--- src/hdl/supervision_timer_pkg.sv ---
// Constants, register map and types for the supervision timer
package supervision_timer_pkg;
   localparam int ADDR_W = 5;
   localparam int DATA_W = 32;
   localparam logic [ADDR_W-1:0] OFS_CTRL = 5'h00;
   localparam logic [ADDR_W-1:0] OFS_WINDOW = 5'h04;
   localparam logic [ADDR_W-1:0] OFS_STATUS = 5'h08;
   localparam logic [ADDR_W-1:0] OFS_PROTECT = 5'h0c;
   localparam logic [ADDR_W-1:0] OFS_CLKEN = 5'h10;
   // Field positions
   localparam int CTRL_ENABLE_BIT = 0;
   localparam int CTRL_WINMODE_BIT = 1;
   localparam int CTRL_PERSEL_LSB = 4;
   localparam int WIN_SEL_LSB = 0;
   localparam int STAT_RUN_BIT = 0;
   localparam int STAT_PEND_BIT = 1;
   localparam int STAT_LOCK_BIT = 2;
   localparam int STAT_FIRE_BIT = 3;
   localparam int STAT_CNT_LSB = 16;
   // Unlock key and how many clk cycles the unlock lasts
   localparam logic [7:0] PROTECT_KEY = 8'hd8;
   localparam logic [2:0] PROTECT_CYCLES = 3'h4;
   // Timeout periods, counted in ticks of the always-on oscillator
   localparam int TICK_HZ = 1000;
   localparam int MIN_PERIOD_MS = 8;
   localparam int MAX_PERIOD_MS = 8000;
   localparam int BASE_TICKS = MIN_PERIOD_MS * TICK_HZ / 1000;
   localparam int NUM_PERIODS = 11;
   localparam logic [3:0] MAX_SEL = 4'(NUM_PERIODS - 1);
   localparam int CNT_W = 15;
   localparam int NUM_CLK_SRC = 4;
   localparam logic [NUM_CLK_SRC-1:0] CLKEN_RESET = 4'h0;
   typedef struct packed {
      logic enable;
      logic windowMode;
      logic [3:0] periodSel;
      logic [3:0] closedSel;
   } wd_cfg_t;
   localparam wd_cfg_t CFG_RESET = '{enable: 1'b0, windowMode: 1'b0,
                                     periodSel: 4'h0, closedSel: 4'h0};
   typedef enum logic [2:0] {
      ST_OFF = 3'b001,
      ST_RUN = 3'b010,
      ST_FIRE = 3'b100
   } wd_state_t;
endpackage : supervision_timer_pkg

--- src/hdl/supervision_timer.sv ---
// Windowed supervision timer with protected configuration and Avalon-MM slave
`timescale 1ns/1ps
// Function
// RULE1: Counter reaching the timeout without restart raises a full device reset.
// RULE2: Eleven timeout choices from eight milliseconds up to eight seconds.
// RULE3: Counter advances only on the one kilohertz always-on oscillator tick.
// RULE4: Once enabled the counter runs continuously and never pauses itself.
// RULE5: Processor issues the restart instruction before the timeout elapses.
// RULE6: Normal and window modes; window mode resets on early or late restart.
// RULE7: Counter keeps operating in active and all sleep modes.
// RULE8: Counter keeps running and can reset even with main clocks stopped. Here the counter logic is clocked by clk, the bus clock.
// RULE9: Settings change only through a keyed, protected write sequence.
// RULE10: Nonvolatile lock input freezes the configuration against software writes.
// RULE11: After reset all clock sources off except the always-on oscillator.
// RULE12: Restarts and configuration take effect only at the tick boundary.
// RULE13: Timeout choices are doublings of an eight tick base period.
module supervision_timer
   import supervision_timer_pkg::*;
(
   input wire logic clk,
   input wire logic resetn,
   input wire logic [ADDR_W-1:0] avs_address,
   input wire logic avs_read,
   input wire logic avs_write,
   input wire logic [DATA_W-1:0] avs_writedata,
   output logic [DATA_W-1:0] avs_readdata,
   output logic avs_waitrequest,
   input wire logic restartInstr,
   input wire logic aoTick,
   input wire logic lockFuse,
   output logic sysReset,
   output logic [NUM_CLK_SRC-1:0] clkSrcEnable,
   output logic aoOscEnable
);
   localparam int MIN_TICKS = BASE_TICKS;
   localparam int MAX_TICKS = BASE_TICKS << (NUM_PERIODS - 1);

   // Selections above the top choice saturate instead of aliasing
   function automatic logic [CNT_W-1:0] selTicks(input logic [3:0] sel);
      logic [3:0] s;
      s = (sel > MAX_SEL) ? MAX_SEL : sel;
      return CNT_W'(BASE_TICKS) << s; // [RULE13] [RULE2]
   endfunction : selTicks

   // Bus and configuration state
   logic waitReg, waitNext;
   logic [DATA_W-1:0] readReg, readNext;
   wd_cfg_t cfgReg, cfgNext;
   logic [2:0] unlockReg, unlockNext;
   logic dirtyReg, dirtyNext;
   logic [NUM_CLK_SRC-1:0] clkEnReg, clkEnNext;
   // Counter state
   wd_state_t stateReg, stateNext;
   wd_cfg_t activeReg, activeNext;
   logic [CNT_W-1:0] cntReg, cntNext;
   logic pendReg, pendNext;
   logic fireReg, fireNext;
   logic aoOscReg;

   logic busReq, wrAcc, cfgWrite;
   logic restartNow, earlyHit, timeoutHit;
   logic [CNT_W-1:0] closedTicks, openTicks, limitTicks, cntInc;

   assign busReq = avs_read | avs_write;
   assign wrAcc = avs_write & ~waitReg;
   assign closedTicks = selTicks(activeReg.closedSel);
   assign openTicks = selTicks(activeReg.periodSel);
   assign limitTicks = activeReg.windowMode ? CNT_W'(closedTicks + openTicks) : openTicks;
   assign cntInc = CNT_W'(cntReg + 1'b1);
   // A restart issued in the tick cycle itself is taken with that tick
   assign restartNow = pendReg | restartInstr;
   assign earlyHit = activeReg.windowMode & (cntReg < closedTicks); // [RULE6]
   assign timeoutHit = cntInc >= limitTicks;

   always_comb begin
      waitNext = 1'b1;
      readNext = readReg;
      cfgNext = cfgReg;
      clkEnNext = clkEnReg;
      cfgWrite = 1'b0;
      unlockNext = (unlockReg != 3'h0) ? 3'(unlockReg - 1'b1) : 3'h0;
      // One wait state: data is latched on the first edge, handed over on the second
      if (busReq && waitReg) begin
         waitNext = 1'b0;
         readNext = '0;
         unique case (avs_address)
            OFS_CTRL: begin
               readNext[CTRL_ENABLE_BIT] = cfgReg.enable;
               readNext[CTRL_WINMODE_BIT] = cfgReg.windowMode;
               readNext[CTRL_PERSEL_LSB +: 4] = cfgReg.periodSel;
            end
            OFS_WINDOW: readNext[WIN_SEL_LSB +: 4] = cfgReg.closedSel;
            OFS_STATUS: begin
               readNext[STAT_RUN_BIT] = (stateReg == ST_RUN);
               readNext[STAT_PEND_BIT] = dirtyReg | pendReg;
               readNext[STAT_LOCK_BIT] = lockFuse;
               readNext[STAT_FIRE_BIT] = fireReg;
               readNext[STAT_CNT_LSB +: CNT_W] = cntReg;
            end
            OFS_PROTECT: readNext[0] = (unlockReg != 3'h0);
            OFS_CLKEN: readNext[NUM_CLK_SRC-1:0] = clkEnReg;
            default: readNext = '0;
         endcase
      end
      if (wrAcc) begin
         unique case (avs_address)
            OFS_PROTECT: begin
               if (avs_writedata[7:0] == PROTECT_KEY && !lockFuse) begin // [RULE10]
                  unlockNext = PROTECT_CYCLES; // [RULE9]
               end
            end
            OFS_CTRL: begin
               if (unlockReg != 3'h0 && !lockFuse) begin // [RULE9] [RULE10]
                  cfgNext.enable = avs_writedata[CTRL_ENABLE_BIT];
                  cfgNext.windowMode = avs_writedata[CTRL_WINMODE_BIT];
                  cfgNext.periodSel = avs_writedata[CTRL_PERSEL_LSB +: 4];
                  cfgWrite = 1'b1;
                  unlockNext = 3'h0;
               end
            end
            OFS_WINDOW: begin
               if (unlockReg != 3'h0 && !lockFuse) begin // [RULE9] [RULE10]
                  cfgNext.closedSel = avs_writedata[WIN_SEL_LSB +: 4];
                  cfgWrite = 1'b1;
                  unlockNext = 3'h0;
               end
            end
            OFS_CLKEN: clkEnNext = avs_writedata[NUM_CLK_SRC-1:0];
            default: ;
         endcase
      end
      // A write in the tick cycle keeps the flag set, so it is applied next tick
      dirtyNext = cfgWrite | (dirtyReg & ~aoTick); // [RULE12]
   end

   always_ff @(posedge clk or negedge resetn) begin
      if (!resetn) begin
         waitReg <= 1'b1;
         readReg <= '0;
         cfgReg <= CFG_RESET;
         unlockReg <= 3'h0;
         dirtyReg <= 1'b0;
         clkEnReg <= CLKEN_RESET; // [RULE11]
         aoOscReg <= 1'b1; // [RULE11]
      end else begin
         waitReg <= waitNext;
         readReg <= readNext;
         cfgReg <= cfgNext;
         unlockReg <= unlockNext;
         dirtyReg <= dirtyNext;
         clkEnReg <= clkEnNext;
         aoOscReg <= 1'b1;
      end
   end

   // Counter logic is clocked by clk, the bus clock, but counts only on the oscillator tick
   always_comb begin
      stateNext = stateReg;
      activeNext = activeReg;
      cntNext = cntReg;
      pendNext = aoTick ? 1'b0 : (pendReg | restartInstr); // [RULE12]
      if (aoTick && dirtyReg) begin
         activeNext = cfgReg; // [RULE12]
      end
      unique case (stateReg)
         ST_OFF: begin
            cntNext = '0;
            if (activeReg.enable) begin
               stateNext = ST_RUN;
            end
         end
         ST_RUN: begin
            if (!activeReg.enable) begin
               stateNext = ST_OFF;
               cntNext = '0;
            end else if (aoTick) begin // [RULE3] [RULE7] [RULE8]
               if (restartNow) begin
                  if (earlyHit) begin
                     stateNext = ST_FIRE; // [RULE6]
                  end else begin
                     cntNext = '0;
                  end
               end else if (timeoutHit) begin
                  stateNext = ST_FIRE; // [RULE1] [RULE6]
               end else begin
                  cntNext = cntInc; // [RULE4]
               end
            end
         end
         // Only resetn going low, from whatever source, brings it out of here
         ST_FIRE: cntNext = cntReg;
      endcase
      fireNext = (stateNext == ST_FIRE); // [RULE1]
   end

   always_ff @(posedge clk or negedge resetn) begin
      if (!resetn) begin
         stateReg <= ST_OFF;
         activeReg <= CFG_RESET;
         cntReg <= '0;
         pendReg <= 1'b0;
         fireReg <= 1'b0;
      end else begin
         stateReg <= stateNext;
         activeReg <= activeNext;
         cntReg <= cntNext;
         pendReg <= pendNext;
         fireReg <= fireNext;
      end
   end

   assign avs_waitrequest = waitReg;
   assign avs_readdata = readReg;
   assign sysReset = fireReg;
   assign clkSrcEnable = clkEnReg;
   assign aoOscEnable = aoOscReg;

   a_timeout_reset: assert property (@(posedge clk) disable iff (!resetn) // [RULE1]
      (stateReg == ST_RUN && activeReg.enable && aoTick && !restartNow && timeoutHit)
      |=> sysReset [*3])
      else $error("timeout did not raise reset");
   a_window_early: assert property (@(posedge clk) disable iff (!resetn) // [RULE6]
      (stateReg == ST_RUN && activeReg.enable && aoTick && restartNow && earlyHit)
      |=> sysReset)
      else $error("early restart in window mode did not raise reset");
   a_restart_clears: assert property (@(posedge clk) disable iff (!resetn) // [RULE6]
      (stateReg == ST_RUN && activeReg.enable && aoTick && restartNow && !earlyHit)
      |=> cntReg == '0 && !sysReset)
      else $error("accepted restart did not clear counter");
   a_counter_advance: assert property (@(posedge clk) disable iff (!resetn) // [RULE4]
      (stateReg == ST_RUN && activeReg.enable && aoTick && !restartNow && !timeoutHit)
      |=> cntReg == $past(cntReg) + 1'b1)
      else $error("counter did not advance on tick");
   a_tick_only: assert property (@(posedge clk) disable iff (!resetn) // [RULE3]
      (stateReg == ST_RUN && activeReg.enable && !aoTick) |=> $stable(cntReg))
      else $error("counter moved without a tick");
   a_period_range: assert property (@(posedge clk) disable iff (!resetn) // [RULE2]
      openTicks >= MIN_TICKS && openTicks <= MAX_TICKS)
      else $error("timeout period outside the selectable range");
   a_protected_write: assert property (@(posedge clk) disable iff (!resetn) // [RULE9]
      (wrAcc && unlockReg == 3'h0 && (avs_address == OFS_CTRL || avs_address == OFS_WINDOW))
      |=> $stable(cfgReg))
      else $error("unprotected write changed configuration");
   a_fuse_lock: assert property (@(posedge clk) disable iff (!resetn) // [RULE10]
      lockFuse |=> $stable(cfgReg))
      else $error("configuration changed while locked");
   a_sync_restart: assert property (@(posedge clk) disable iff (!resetn) // [RULE12]
      ((restartInstr || pendReg) && !aoTick) |=> pendReg)
      else $error("restart request was not held until the tick");
   // Registers are already reset at the sampled edge, so the edge after shows reset values
   a_clock_reset: assert property (@(posedge clk) // [RULE11]
      !resetn |=> aoOscEnable && clkSrcEnable == CLKEN_RESET)
      else $error("clock sources not in reset state");

   // Bus handshake: exactly one wait state per access, so a master never stalls longer
   a_wait_one_cycle: assert property (@(posedge clk) disable iff (!resetn) // [RULE9]
      !avs_waitrequest |=> avs_waitrequest)
      else $error("waitrequest stayed low for more than one cycle");
   a_wait_answer: assert property (@(posedge clk) disable iff (!resetn) // [RULE9]
      (busReq && avs_waitrequest) |=> !avs_waitrequest)
      else $error("bus request was not answered after one wait state");
   // The reset request is sticky: only resetn takes it away
   a_fire_holds: assert property (@(posedge clk) disable iff (!resetn) // [RULE1]
      sysReset |=> sysReset)
      else $error("reset request dropped before resetn");
   a_fire_state: assert property (@(posedge clk) disable iff (!resetn) // [RULE1]
      sysReset == (stateReg == ST_FIRE))
      else $error("reset output disagrees with the counter state");
   a_clken_write: assert property (@(posedge clk) disable iff (!resetn) // [RULE11]
      (wrAcc && avs_address == OFS_CLKEN)
      |=> clkSrcEnable == $past(avs_writedata[NUM_CLK_SRC-1:0]))
      else $error("clock enable write was not applied");
   a_osc_on: assert property (@(posedge clk) disable iff (!resetn) // [RULE11]
      aoOscEnable)
      else $error("always-on oscillator was switched off");
   // A write near a tick must never be lost on its way to the counter side
   a_config_held: assert property (@(posedge clk) disable iff (!resetn) // [RULE12]
      ((cfgWrite || dirtyReg) && !aoTick) |=> dirtyReg)
      else $error("pending configuration lost before the tick");
   a_config_apply: assert property (@(posedge clk) disable iff (!resetn) // [RULE12]
      (aoTick && dirtyReg) |=> activeReg == $past(cfgReg))
      else $error("pending configuration not applied on the tick");
   a_key_unlock: assert property (@(posedge clk) disable iff (!resetn) // [RULE9]
      (wrAcc && avs_address == OFS_PROTECT && avs_writedata[7:0] == PROTECT_KEY && !lockFuse)
      |=> unlockReg == PROTECT_CYCLES)
      else $error("key write did not open the unlock window");
   a_disable_stops: assert property (@(posedge clk) disable iff (!resetn) // [RULE4]
      (stateReg == ST_RUN && !activeReg.enable) |=> stateReg == ST_OFF && cntReg == '0)
      else $error("disabled counter did not stop and clear");
   // Two longest periods back to back is the furthest the counter can ever get
   a_count_ceiling: assert property (@(posedge clk) disable iff (!resetn) // [RULE2]
      cntReg < 2 * MAX_TICKS)
      else $error("counter beyond the longest window");

   c_timeout: cover property (@(posedge clk) disable iff (!resetn)
      $rose(sysReset) && !$past(activeReg.windowMode));
   c_early: cover property (@(posedge clk) disable iff (!resetn)
      stateReg == ST_RUN && aoTick && restartNow && earlyHit);
   c_restart: cover property (@(posedge clk) disable iff (!resetn)
      stateReg == ST_RUN && aoTick && restartNow && !earlyHit && activeReg.windowMode);
   c_config: cover property (@(posedge clk) disable iff (!resetn)
      cfgWrite ##[1:20] (aoTick && dirtyReg));
   c_window_timeout: cover property (@(posedge clk) disable iff (!resetn)
      $rose(sysReset) && $past(activeReg.windowMode));
endmodule : supervision_timer

--- config.mk ---
export PLATFORM = sky130hd
export DESIGN_NAME = supervision_timer
export DESIGN_NICKNAME = d
export VERILOG_FILES = /design/src/hdl/supervision_timer_pkg.sv /design/src/hdl/supervision_timer.sv
export SDC_FILE = /design/constraint.sdc
export NUM_CORES = 1
export LEC_CHECK = 0
export BUFFER_PORTS_ARGS = -buffer_cell sky130_fd_sc_hd__buf_2
export CAP_MARGIN = 20
export CORE_MARGIN = 1.5
export CORE_UTILIZATION = 35
export CTS_CLUSTER_DIAMETER = 100
export DETAILED_ROUTE_END_ITERATION = 8
export PLACE_DENSITY = 0.62
export REMOVE_ABC_BUFFERS = 1
export SLEW_MARGIN = 0
export SYNTH_ARGS = -nofsm -noshare
export SYNTH_HDL_FRONTEND = slang
export SYNTH_SLANG_ARGS = --single-unit
--- constraint.sdc ---
create_clock -name clk -period 14.55 [get_ports clk]
set_clock_uncertainty 0.2 [all_clocks]
set_input_delay 0 -clock clk [delete_from_list [all_inputs] [get_ports clk]]
set_output_delay 0 -clock clk [all_outputs]
set_load 0.02 [all_outputs]
==> results.md <==
- Port Buffers: 48
- Main synth FF type: dfrtp_1
- Leak: 2.73 nW
- Most frequent cells in the layout: nand2_1 (73), dfrtp_1 (70), buf_2 (48)
- Final setup TNS: 0 ns
- Main combinational cell family by area after synthesis: simple AND/OR/NAND/NOR gates
- RePlAce Congestion: 0.827
- Period minus WS final: 5.12 ns
- Critical-path cell list: nor4_1 -> ha_1 -> inv_1 -> fa_1 -> nand2b_1 -> o31a_1 -> a21oi_1 -> o21a_1 -> mux2_2 -> a221oi_1 -> ha_1 -> a21o_1 -> a221o_1 -> a221o_2 -> a211o_1
- Seq/Total Area, Yosys: 38.2%
- Yosys reg bits: 72
- Post_cts resized: 0
- Htree depth: 3
- Slowest stage delay, CP: 0.54 ns
- Combinational share of power: 6.6%
- Drt first pass iters: 4
- DRT iter0 DRCs: 214
- Largest cells by area after synthesis: dfrtp_1 (37%), ha_1 (9.5%), mux2_2 (6.4%), nand2_1 (5.8%), o21ai_0 (3.2%)
- Final setup violating endpoints: 0
- Area of the multi-input gates: 2680 sq um
- Core area: 13200 sq um
- Cells after Synth: 509
- Largest net degree at the start of global routing: 73
- Cell variety after synth: 61
- CP max FO: 15
- Max-Slew Margin vs Limit: 30.8%
- Total CTS buffers: 9
- Area growth from synthesis to layout: 17.9%
- Vias: 3856
- EDFF count, synth: 0
- Share of layout cells above drive strength 1: 17.9%
- Avg WL per Cell: 14.6 um
- Syn_area_per_cell: 9.27 sq um
- First-pass GRT wire length: 18700 um
- Maxcap violations: 0
- Net Switching: 109 uW
- Antenna cells: 0
- Register area: 1800 sq um
- Clock group share of total power: 51.2%
- Status: finished clean
- CTS tree: built
- Setup crit start kind: flop
- Unrepaired setup endpoints after global routing: no
- Layout filler cell count: 1275
- Most used cell along the critical path: ha_1
- Clock Latency Late Sink: 0.34 ns
- Worst min path class: input pin to flop
- Slowest CP cell: a221o_2
- Adder-cell share of the synthesized area: 9.97%
- Final cell utilization of the core: 42.2%
- Most common cell after layout, fill and taps aside: nand2_1
- WL final: 10900 um
- Root buffer cell: clkbuf_16
- Final ANT Viol Nets: 0
- Peak supply drop: 52.6 uV
- Number of global-route vias before repair: 3927
- Final slew viol count: 0
- Clk buf depth: 2
- Final worst path period share: 35.2%
- WP data arrival: 5.14 ns
- Die Y: 119 um
- Layout Nets: 651
- Multiplexer area fraction after synthesis: 8.56%
- Num rows: 42
- Die ar.: 14200 sq um
- Setup crit end kind: flop
- Via/cell ratio: 5.14
- Area share of and/or/nand/nor cells after synthesis: 18.7%
- CP required: 14.57 ns
- Flop pwr share: 42.2%
- Slew @ Worst Pin: 1.04 ns
- Synth Area in XOR/XNOR: 3.71%
- Final HPWL DP: 8140 um
- Initial Util: 35.8%
- Clock transition at the registers of the reported paths: 0.06 ns
- WS Path Type: flop to flop
- DRC Markers: 0
- Post-synthesis compound-gate area fraction: 14.9%
- Achievable Freq: 195 MHz
- Hold violation total from the final report: 0
- Die width: 119 um
- Power per standard cell area: 88.1 nW/um^2
- GRT Resource Usage Total: 16.4%
- Yosys warning total: 0
- Net Sw Frac: 22.3%
- Grt total ovfl: 0
- Synth area leader: dfrtp_1
- # clock sinks: 72
- Post-synth top area share: 37.1%
- Netlist Area Pre-Place: 4720 sq um
- Async S/R FF share, synth: 100%
- # IOs: 83
- P_int: 381 uW
- Initial antenna violation count: 0
final cells by class:
cell class              instances  share of cell area (%)
multi-input cells             393                    48.1
clock buffers                  10                    4.11
well taps                     176                    3.96
inverters                      27                    1.82
flip-flops and latches         72                    32.4
repair buffers                 67                    7.69
clock inverters                 5                    1.91
registers in the layout, summed over array words and instances (netlist names), 3 cells and up:
name          cells
stateReg          3
unlockReg         3
cntReg           15
activeReg        10
avs_readdata     23
clkSrcEnable      4
cfgReg           10
cell families (layout without fill, tap and decap cells):
| logic type | after synthesis | after routing |
|---|---|---|
| other cells | 2 | 11 |
| buf+inv | 53 | 109 |
| mux | 37 | 37 |
| fa+ha+maj | 37 | 37 |
| compound gates | 104 | 104 |
| xor+xnor | 20 | 20 |
| flops | 72 | 72 |
| simple gates | 184 | 184 |
synth_stat cells (all sizes together), types with 9 or more instances:
| library cell | count |
|---|---|
| a21o | 9 |
| a21oi | 19 |
| buf | 15 |
| clkbuf | 10 |
| dfrtp | 70 |
| ha | 36 |
| inv | 26 |
| mux2 | 27 |
| mux2i | 10 |
| nand2 | 73 |
| nand3 | 21 |
| nor2 | 29 |
| nor3 | 18 |
| o21ai | 30 |
| o31ai | 11 |
| xnor2 | 16 |
power groups by stage:
| stage | Sequential (mW) | Combinational (mW) | Clock, mW |
|---|---|---|---|
| after floorplan | 0.213 | 0.0112 | 0 |
| after global placement | 0.210 | 0.0284 | 0 |
| after detailed placement | 0.211 | 0.0289 | 0 |
| after CTS | 0.207 | 0.0325 | 0.255 |
| after global routing | 0.207 | 0.0358 | 0.264 |
| final | 0.207 | 0.0324 | 0.251 |
stage by stage:
stage / instances / setup slack (ns) / power (mW) / cell area, sq um / hold WS (ns)
3_5_place_dp: 717 / 9.43 / 0.239 / 5050 / 0.0573
6_report: 750 / 9.43 / 0.491 / 5570 / 0.0210
2_1_floorplan: 492 / 9.93 / 0.224 / 4580 / -0.496
4_1_cts: 750 / 9.40 / 0.495 / 5570 / 0.0174
5_1_grt: 750 / 9.20 / 0.508 / 5570 / 0.0348
3_3_place_gp: 717 / 9.53 / 0.239 / 5050 / 0.0536
worst paths after layout:
| check | start | cells after the start | slack, ns | end |
|---|---|---|---|---|
| worst max register to register | activeReg[6] | 15 | 9.43 | cntReg[8] |
| min in group asynchronous | resetn | 3 | 0.23 | avs_readdata[25] |
| max in group asynchronous | resetn | 3 | 13.34 | avs_readdata[1] |
| worst max-delay path | activeReg[6] | 15 | 9.43 | cntReg[8] |
| worst min register to register | avs_readdata[17] | 2 | 0.26 | avs_readdata[17] |
| worst min-delay path | restartInstr | 4 | 0.02 | cntReg[0] |
per-layer routing:
metal / up-vias / global-route usage, % / part of all wire [%] / wire length (um)
li1: 1909 / - / - / -
met1: 1870 / 20.6 / 47 / 5130
met2: 69 / 28.3 / 49 / 5360
met3: 8 / 3.64 / 3.1 / 344
met4: 0 / 4.37 / 0.93 / 102
met5: - / 0 / 0 / 0
worst max-delay path, delay by kind of cell (launching register included):
| family | cells | cell delay, ns |
|---|---|---|
| buf+inv | 1 | 0.06 |
| flops | 1 | 0.46 |
| fa+ha+maj | 3 | 0.94 |
| compound gates | 8 | 2.36 |
| simple gates | 2 | 0.65 |
| mux | 1 | 0.32 |
repair_timing:
action / CTS / global route
hold buffers: 18 / 0
buffers inserted: 0 / 0
endpoints found under the hold margin: 99 / 0
Power figures use the tool's default switching activity.
